==> src/lbar_pkg.sv <==
// Package for the legacy bus arbitration requester
// Assumes one bus clock domain and active-low bus pins modelled active high
`default_nettype none
package lbar_pkg;
    // Beats in a burst-inhibited line transfer
    localparam logic [2:0] LBAR_LINE_BEATS = 3'h4;
    localparam logic [2:0] LBAR_BEAT_RST = 3'h0;
    localparam logic LBAR_FLAG_RST = 1'h0;
    typedef enum logic [1:0] {LBAR_IDLE, LBAR_OWN, LBAR_CYCLE, LBAR_HOLD} lbar_state_t;
endpackage
`default_nettype wire

==> src/lbar_requester.sv <==
// Processor-side requester for the three-signal arbitration protocol
// Assumes synchronous inputs, active-high pins, external arbiter on grant
// Summary of operation
// Request asserted while an access is pending
// Request held while ownership still needed
// Request may drop regardless of grant
// Granted request rises with transfer start
// Request always actively driven, never shared
// Arbiter asserts grant to give ownership
// Grant loss releases after current cycle
// Arbiter drops grant before final termination
// Burst-inhibited line fill is one cycle
// Qualifier set: locked sequence splits at cycle
// Qualifier clear: finish whole locked sequence
// State changes on enabled rising edges
// Alternate masters assert busy while owning
// All masters share transfer-start strobe
// Start only with grant and bus free
`timescale 1ns/1ns
`default_nettype none
module lbar_requester import lbar_pkg::*; (
    // Clock and reset
    input wire logic clk,
    input wire logic nrst,
    input wire logic clock_enable_in,
    // Internal access side
    input wire logic access_pending,
    input wire logic access_line,
    input wire logic access_locked,
    input wire logic lock_last,
    output logic access_started,
    output logic access_done,
    // Arbitration pins
    output logic bus_request_out,
    input wire logic bus_grant_in,
    input wire logic relinquish_qualifier_in,
    input wire logic bus_busy_in,
    output logic bus_busy_out,
    output logic bus_busy_oe_n,
    output logic tenure_end_out,
    // Transfer pins
    output logic transfer_start_strobe,
    input wire logic transfer_ack_in,
    input wire logic transfer_error_in,
    input wire logic transfer_retry_in,
    // Status
    output logic bus_owned
);
    typedef struct packed {
        lbar_state_t state;
        logic in_lock;
        logic cyc_lock_last;
        logic keep;
    } lbar_st_t;
    lbar_st_t st_r;
    lbar_st_t st_nxt;

    logic term;
    logic last_beat;
    logic start;
    logic cycle_end;
    logic bus_free;

    assign term = transfer_ack_in || transfer_error_in || transfer_retry_in;
    assign bus_free = !bus_busy_in || st_r.state != LBAR_IDLE;
    // New cycle only with grant and free bus, or within kept lock
    assign start = access_pending && (st_r.state == LBAR_IDLE || st_r.state == LBAR_OWN)
        && ((bus_grant_in && bus_free) || st_r.keep);
    // Error or retry ends at once, ack only on the last beat
    assign cycle_end = st_r.state == LBAR_CYCLE
        && ((transfer_ack_in && last_beat) || transfer_error_in || transfer_retry_in);

    lbar_beat_cnt u_beats (
        .clk(clk),
        .nrst(nrst),
        .clock_enable_in(clock_enable_in),
        .start(start),
        .line_mode(access_line),
        .beat_done(st_r.state == LBAR_CYCLE && transfer_ack_in),
        .last_beat(last_beat)
    );

    // Request follows pending access, drops freely, rises with start
    assign bus_request_out = access_pending || st_r.state == LBAR_CYCLE;
    // Push-pull request, never tristated
    assign transfer_start_strobe = start && clock_enable_in;
    assign access_started = transfer_start_strobe;
    assign access_done = cycle_end && clock_enable_in;
    assign bus_owned = st_r.state != LBAR_IDLE;
    // Busy driven low-active-enable while owned
    assign bus_busy_out = bus_owned;
    assign bus_busy_oe_n = !bus_owned;
    // Tenure-end is unused in this protocol; held negated
    assign tenure_end_out = 1'b0;

    always_comb begin
        st_nxt = st_r;
        case (st_r.state)
            LBAR_IDLE, LBAR_OWN: begin
                if (start) begin
                    st_nxt.state = LBAR_CYCLE;
                    st_nxt.cyc_lock_last = access_locked && lock_last;
                    if (access_locked && !st_r.in_lock) begin
                        st_nxt.in_lock = 1'b1;
                    end
                end else if (st_r.state == LBAR_OWN && !bus_grant_in) begin
                    if (st_r.in_lock && !relinquish_qualifier_in) begin
                        st_nxt.keep = 1'b1;
                    end else if (!st_r.keep) begin
                        st_nxt.state = LBAR_IDLE;
                    end
                end
            end
            LBAR_CYCLE: begin
                // Hold grant loss until cycle ends
                if (!bus_grant_in && st_r.in_lock && !relinquish_qualifier_in) begin
                    st_nxt.keep = 1'b1;
                end
                if (cycle_end) begin
                    if (st_r.cyc_lock_last) begin
                        st_nxt.in_lock = 1'b0;
                        st_nxt.keep = 1'b0;
                    end
                    if (st_nxt.keep && !st_r.cyc_lock_last) begin
                        st_nxt.state = LBAR_HOLD;
                    end else if (bus_grant_in) begin
                        st_nxt.state = LBAR_OWN;
                    end else begin
                        st_nxt.state = LBAR_IDLE;
                    end
                end
            end
            LBAR_HOLD: begin
                st_nxt.state = LBAR_OWN;
            end
            default: begin
                st_nxt.state = LBAR_IDLE;
            end
        endcase
    end

    // Enabled rising edges only, but reset loads on any rising edge
    always_ff @(posedge clk) begin
        if (!nrst) begin
            st_r.state <= LBAR_IDLE;
            st_r.in_lock <= LBAR_FLAG_RST;
            st_r.cyc_lock_last <= LBAR_FLAG_RST;
            st_r.keep <= LBAR_FLAG_RST;
        end else if (clock_enable_in) begin
            st_r <= st_nxt;
        end
    end

    // Checks
    start_needs_grant_a: assert property (@(posedge clk) disable iff (!nrst)
        transfer_start_strobe && !st_r.keep |-> bus_grant_in)
        else $error("start without grant");
    start_bus_free_a: assert property (@(posedge clk) disable iff (!nrst)
        transfer_start_strobe && st_r.state == LBAR_IDLE |-> !bus_busy_in)
        else $error("start while bus busy");
    start_with_req_a: assert property (@(posedge clk) disable iff (!nrst)
        transfer_start_strobe |-> bus_request_out)
        else $error("start without request");
    strobe_single_a: assert property (@(posedge clk) disable iff (!nrst)
        transfer_start_strobe |=> !transfer_start_strobe)
        else $error("strobe longer than one cycle");
    req_when_pending_a: assert property (@(posedge clk) disable iff (!nrst)
        access_pending |-> bus_request_out)
        else $error("pending access without request");
    req_in_cycle_a: assert property (@(posedge clk) disable iff (!nrst)
        st_r.state == LBAR_CYCLE |-> bus_request_out)
        else $error("request dropped mid cycle");
    req_idle_drop_a: assert property (@(posedge clk) disable iff (!nrst)
        !access_pending && st_r.state != LBAR_CYCLE |-> !bus_request_out)
        else $error("request held without need");
    keep_cycle_a: assert property (@(posedge clk) disable iff (!nrst)
        clock_enable_in && st_r.state == LBAR_CYCLE && !term |=> st_r.state == LBAR_CYCLE)
        else $error("cycle left without termination");
    release_after_a: assert property (@(posedge clk) disable iff (!nrst)
        clock_enable_in && access_done && !bus_grant_in && !st_r.in_lock |=> !bus_owned)
        else $error("bus kept after cycle");
    own_release_a: assert property (@(posedge clk) disable iff (!nrst)
        clock_enable_in && st_r.state == LBAR_OWN && !bus_grant_in && !st_r.keep
        && !st_r.in_lock |=> !bus_owned)
        else $error("idle bus kept without grant");
    line_four_beats_a: assert property (@(posedge clk) disable iff (!nrst)
        clock_enable_in && start && access_line |=>
        !(clock_enable_in && term && last_beat))
        else $error("line cycle ended early");
    line_beat_stay_a: assert property (@(posedge clk) disable iff (!nrst)
        clock_enable_in && st_r.state == LBAR_CYCLE && transfer_ack_in && !last_beat
        && !transfer_error_in && !transfer_retry_in |=> st_r.state == LBAR_CYCLE)
        else $error("line cycle left mid line");
    split_lock_a: assert property (@(posedge clk) disable iff (!nrst)
        clock_enable_in && cycle_end && !bus_grant_in && !st_r.keep
        && !st_nxt.keep |=> st_r.state == LBAR_IDLE)
        else $error("bus not released");
    keep_lock_a: assert property (@(posedge clk) disable iff (!nrst)
        clock_enable_in && cycle_end && st_r.keep && !st_r.cyc_lock_last |=> bus_owned)
        else $error("locked sequence split");
    lock_grant_keep_a: assert property (@(posedge clk) disable iff (!nrst)
        clock_enable_in && st_r.state == LBAR_CYCLE && st_r.in_lock && !st_r.cyc_lock_last
        && !bus_grant_in && !relinquish_qualifier_in |=> st_r.keep)
        else $error("grant loss not ignored in lock");
    hold_to_own_a: assert property (@(posedge clk) disable iff (!nrst)
        clock_enable_in && st_r.state == LBAR_HOLD |=> st_r.state == LBAR_OWN)
        else $error("hold did not return to owned");
    frozen_state_a: assert property (@(posedge clk) disable iff (!nrst)
        !clock_enable_in |=> $stable(st_r))
        else $error("state moved while disabled");
    busy_drive_a: assert property (@(posedge clk) disable iff (!nrst)
        bus_owned |-> !bus_busy_oe_n && bus_busy_out)
        else $error("busy not driven");
    single_cov_c: cover property (@(posedge clk) disable iff (!nrst)
        transfer_start_strobe ##[1:20] access_done);
    line_cov_c: cover property (@(posedge clk) disable iff (!nrst)
        transfer_start_strobe && access_line);
    hold_cov_c: cover property (@(posedge clk) disable iff (!nrst)
        st_r.state == LBAR_HOLD);
    keep_cov_c: cover property (@(posedge clk) disable iff (!nrst)
        st_r.keep && transfer_start_strobe);
    split_cov_c: cover property (@(posedge clk) disable iff (!nrst)
        access_done && st_r.in_lock && !bus_grant_in && relinquish_qualifier_in);
endmodule
`default_nettype wire

==> src/lbar_beat_cnt.sv <==
// Beat counter for one bus cycle
// Assumes terminations arrive synchronous to clk
`timescale 1ns/1ns
`default_nettype none
module lbar_beat_cnt import lbar_pkg::*; (
    // Clock and reset
    input wire logic clk,
    input wire logic nrst,
    input wire logic clock_enable_in,
    // Control
    input wire logic start,
    input wire logic line_mode,
    input wire logic beat_done,
    // Status
    output logic last_beat
);
    typedef struct packed {
        logic [2:0] left;
    } lbar_cnt_t;
    lbar_cnt_t st_r;
    lbar_cnt_t st_nxt;

    // Line transfer is one cycle of four beats
    assign last_beat = (st_r.left == 3'h1) || (st_r.left == 3'h0);

    always_comb begin
        st_nxt = st_r;
        if (start) begin
            st_nxt.left = line_mode ? LBAR_LINE_BEATS : 3'h1;
        end else if (beat_done && st_r.left != 3'h0) begin
            st_nxt.left = st_r.left - 3'h1;
        end
    end

    always_ff @(posedge clk) begin
        if (!nrst) begin
            st_r.left <= LBAR_BEAT_RST;
        end else if (clock_enable_in) begin
            st_r <= st_nxt;
        end
    end
endmodule
`default_nettype wire

==> config.mk <==
export PLATFORM = sky130hd
export DESIGN_NAME = lbar_requester
export DESIGN_NICKNAME = d
export VERILOG_FILES = /design/src/lbar_pkg.sv /design/src/lbar_requester.sv /design/src/lbar_beat_cnt.sv
export SDC_FILE = /design/constraint.sdc
export NUM_CORES = 1
export LEC_CHECK = 0
export ABC_AREA = 0
export BUFFER_PORTS_ARGS = -buffer_cell sky130_fd_sc_hd__clkbuf_2
export CELL_PAD_IN_SITES_DETAIL_PLACEMENT = 0
export CELL_PAD_IN_SITES_GLOBAL_PLACEMENT = 2
export CORE_MARGIN = 5
export CORE_UTILIZATION = 29
export DETAILED_ROUTE_END_ITERATION = 12
export GPL_TIMING_DRIVEN = 0
export PLACE_DENSITY_LB_ADDON = 0.05
export SETUP_SLACK_MARGIN = 0.15
export SLEW_MARGIN = 25
export SYNTH_ARGS = -nofsm -noshare
export SYNTH_HDL_FRONTEND = slang
export SYNTH_SLANG_ARGS = --single-unit
==> constraint.sdc <==
create_clock -name clk -period 2.4 [get_ports clk]
set_input_delay 0.36 -clock clk [delete_from_list [all_inputs] [get_ports clk]]
set_output_delay 0.36 -clock clk [all_outputs]
set_load 0.03 [all_outputs]
==> impl_metrics.py <==
metrics = {
    "status": {
        "status": "finished clean",
    },
    "pwr": {
        "total_power_mw": 0.316,
        "pwr_density_cell_mw_per_mm2": 374,
        "ir_worst_vdd_mv": 0.197,
        "leakage_nw": 0.398,
    },
    "grt": {
        "gr-usage-met3_pct": 3.95,
        "antenna_found_initial": 0,
        "grt_max_degree": 11,
        "busiest_layer": "met2",
        "met1_usage_pct": 15.8,
        "grt_pass1_vias": 649,
        "met2_usage_pct": 17.4,
        "grt_first_pass_wirelength_mm": 3.01,
        "gr-usage-all-layers_pct": 11.4,
        "grt_overflow": 0,
    },
    "sta": {
        "timing.setup.tns_ns": 0,
        "setup_viol": 0,
        "finalCriticalPeriod_ns": 2.08,
        "rsz0062_at_grt": "no",
        "fmax_mhz": 482,
        "relSlewSlack_pct": 66.4,
        "maxSlewViolCount": 0,
        "worst_pin_slew_ns": 0.503,
        "post-route-period-util_pct": 86.5,
        "skew_ns": 0.00575,
        "hold_viol_final": 0,
    },
    "min_path": {
        "hold_path_depth": 3,
        "worstHoldEndpoint": "st_r[1]",
        "hold_start": "lock_last",
        "timing.hold.worst.class": "in2reg",
    },
    "route": {
        "postRouteAntennaNets": 0,
        "drt-initial-drc-count": 13,
        "wl_per_cell_um": 12.9,
        "first_pass_iters": 4,
        "drc_errors": 0,
        "vias_per_cell": 5.13,
        "dr_total_vias": 697,
        "finalWirelength_mm": 1.76,
    },
    "place": {
        "gp_congestion": 0.691,
        "io_buffers": 19,
        "dp.final_hpwl_mm": 1.40,
    },
    "logic_synthesis": {
        "synth-seq-cells": 8,
        "synth_cell_types": 40,
        "syn_avg_cell_area_um2": 7.97,
        "synth_top_flop_cell": "dfxtp_1",
        "syn_area_um2": 686,
        "synth_warnings": 0,
        "syn-instance-count": 86,
        "ys_seq_area_share_pct": 23.4,
        "async_flop_share_pct": 0,
        "synth_edf_count": 0,
        "syn_nets": 102,
    },
    "floorplanning": {
        "fp.dieH_um": 58.6,
        "fp-row-count": 17,
        "initial_core_util_pct": 30.7,
        "coreArea_mm2": 0.00223,
        "ios": 21,
        "die_w_um": 58.6,
        "dieArea_mm2": 0.00344,
    },
    "layout": {
        "drive_above_1_share_pct": 29.6,
        "antennaDiodeCount": 0,
        "fin_util_pct": 37.8,
        "final_nets": 126,
        "fill_cells": 260,
        "synthToLayoutAreaGrowth_pct": 23.2,
    },
    "setup_path": {
        "worstPathRequired_ns": 2.04,
        "r2r-start": "st_r[4]",
        "cp_slowest_cell": "dfxtp_1",
        "rrSetupSlack_ns": 0.66,
        "reg2reg_depth": 5,
        "worstPathMaxFanout": 4,
        "crit_path_start_kind": "flip-flop",
        "end_kind": "primary output",
        "crit_chain": "inv_1 > ha_1 > nor2_1 > o21ai_0 > and3_1 > clkbuf_2",
        "crit_buf_inv": 2,
        "r2r-end": "st_r[4]",
        "cp_slowest_stage_delay_ns": 0.38,
        "cp.arrival_ns": 1.72,
        "crit_type": "reg2out",
        "crit_family": "simple AND/OR/NAND/NOR gates",
    },
    "clock_tree": {
        "cts.sinks": 8,
        "cts_inserted_buffers": 3,
        "cts_tree": "built",
        "cts_hold_buf": 0,
        "clk_latency_ns": 0.26,
        "clockRootBuffer": "clkbuf_4",
        "path_clk_slew_ns": 0.06,
        "post_cts.repair.setup_buffers": 0,
        "cts_htree_levels": 1,
        "cts_buffer_depth": 2,
    },
    "job": {
        "maxCapViolCount": 0,
    },
}
report_power, final:
part / internal [mW] / total (mW) / switching (mW)
logic: 0.0290 / 0.0700 / 0.0409
registers: 0.136 / 0.139 / 0.00314
clock network: 0.0575 / 0.107 / 0.0498
total: 0.222 / 0.316 / 0.0939
per-stage QoR:
| stage | setup slack, ns | hold slack [ns] | std cells | area [µm²] |
|---|---|---|---|---|
| global route | 0.170 | 0.362 | 136 | 845 |
| floorplan | 0.544 | 0.465 | 86 | 686 |
| finish | 0.324 | 0.358 | 136 | 845 |
| detailed placement | 0.510 | 0.508 | 133 | 816 |
| global placement | 0.498 | 0.492 | 133 | 816 |
| CTS | 0.229 | 0.352 | 136 | 838 |
registers in the layout, summed over array words and instances (netlist names):
| signal | flops |
|---|---|
| st_r | 5 |
| u_beats.st_r | 3 |
layer usage:
metal | vias to the layer above | part of all wire, %
met3 | 0 | 5.6
met1 | 320 | 49
met5 | - | 0
li1 | 361 | -
met2 | 16 | 45
met4 | 0 | 0
cells in the mapped netlist (2+ instances only):
| library cell | number | share of area (%) |
|---|---|---|
| and3_1 | 3 | 2.7 |
| nor2_1 | 6 | 3.3 |
| nand2b_1 | 6 | 5.5 |
| o21ai_0 | 3 | 2.2 |
| buf_4 | 4 | 4.4 |
| dfxtp_1 | 8 | 23 |
| nand2_1 | 3 | 1.6 |
| nor2b_1 | 4 | 3.6 |
| a21oi_1 | 3 | 2.2 |
| nor3_1 | 3 | 2.2 |
| ha_1 | 3 | 5.5 |
| o31ai_1 | 2 | 2.2 |
| o2bb2ai_1 | 2 | 2.6 |
| o22a_1 | 2 | 2.6 |
| inv_1 | 8 | 4.4 |
| o21a_1 | 2 | 2.2 |
cells by family (layout without fill, tap and decap cells):
| logic type | after synthesis | count (layout) | share of synthesized area (%) |
|---|---|---|---|
| simple gates | 33 | 33 | 28.6 |
| compound gates | 27 | 27 | 31.0 |
| buf+inv | 13 | 35 | 9.49 |
| flops | 8 | 8 | 23.4 |
| fa+ha+maj | 3 | 3 | 5.48 |
| other cells | 1 | 1 | 0.547 |
| mux | 1 | 1 | 1.46 |
how the worst max path moves through the flow:
stage / endpoint / cells past startpoint / from / slack [ns]
2_1_floorplan: transfer_start_strobe / 3 / bus_busy_in / 0.54
3_3_place_gp: transfer_start_strobe / 5 / bus_grant_in / 0.50
3_5_place_dp: transfer_start_strobe / 5 / bus_grant_in / 0.51
4_1_cts: transfer_start_strobe / 4 / st_r[0] / 0.23
5_1_grt: access_done / 6 / u_beats.st_r[0] / 0.17
6_report: access_done / 6 / u_beats.st_r[0] / 0.32
placed cells by master, fill, tap and decap left out, types with 2 or more instances in the layout:
cell and n:
clkbuf_4 3, inv_1 8, o22a_1 2, dfxtp_1 8, and3_1 3, ha_1 3
clkbuf_2 19, nor2_1 6, o2bb2ai_1 2, nor2b_1 4, o21ai_0 3, nand2_1 3
o21a_1 2, nor3_1 3, a21oi_1 3, buf_4 4, o31ai_1 2, nand2b_1 6
tightest hold or removal path, cell delays in order:
cell      delay, ns
clkbuf_2       0.08
nand3_1        0.07
a21oi_1        0.06
repair_timing:
action / CTS / global route
endpoints found under the hold margin: 0 / 0
setup endpoints to repair: 0 / 1
resized for setup: 0 / 1
cell type report:
type	count	area, µm²	area share [%]
multi-input cells	65	467	55.3
flip-flops and latches	8	160	19.0
repair buffers	19	95.1	11.3
plain buffers	5	35.0	4.15
well taps	28	35.0	4.15
inverters	8	30.0	3.56
clock buffers	3	22.5	2.67
(Power assumes the default switching activity.)
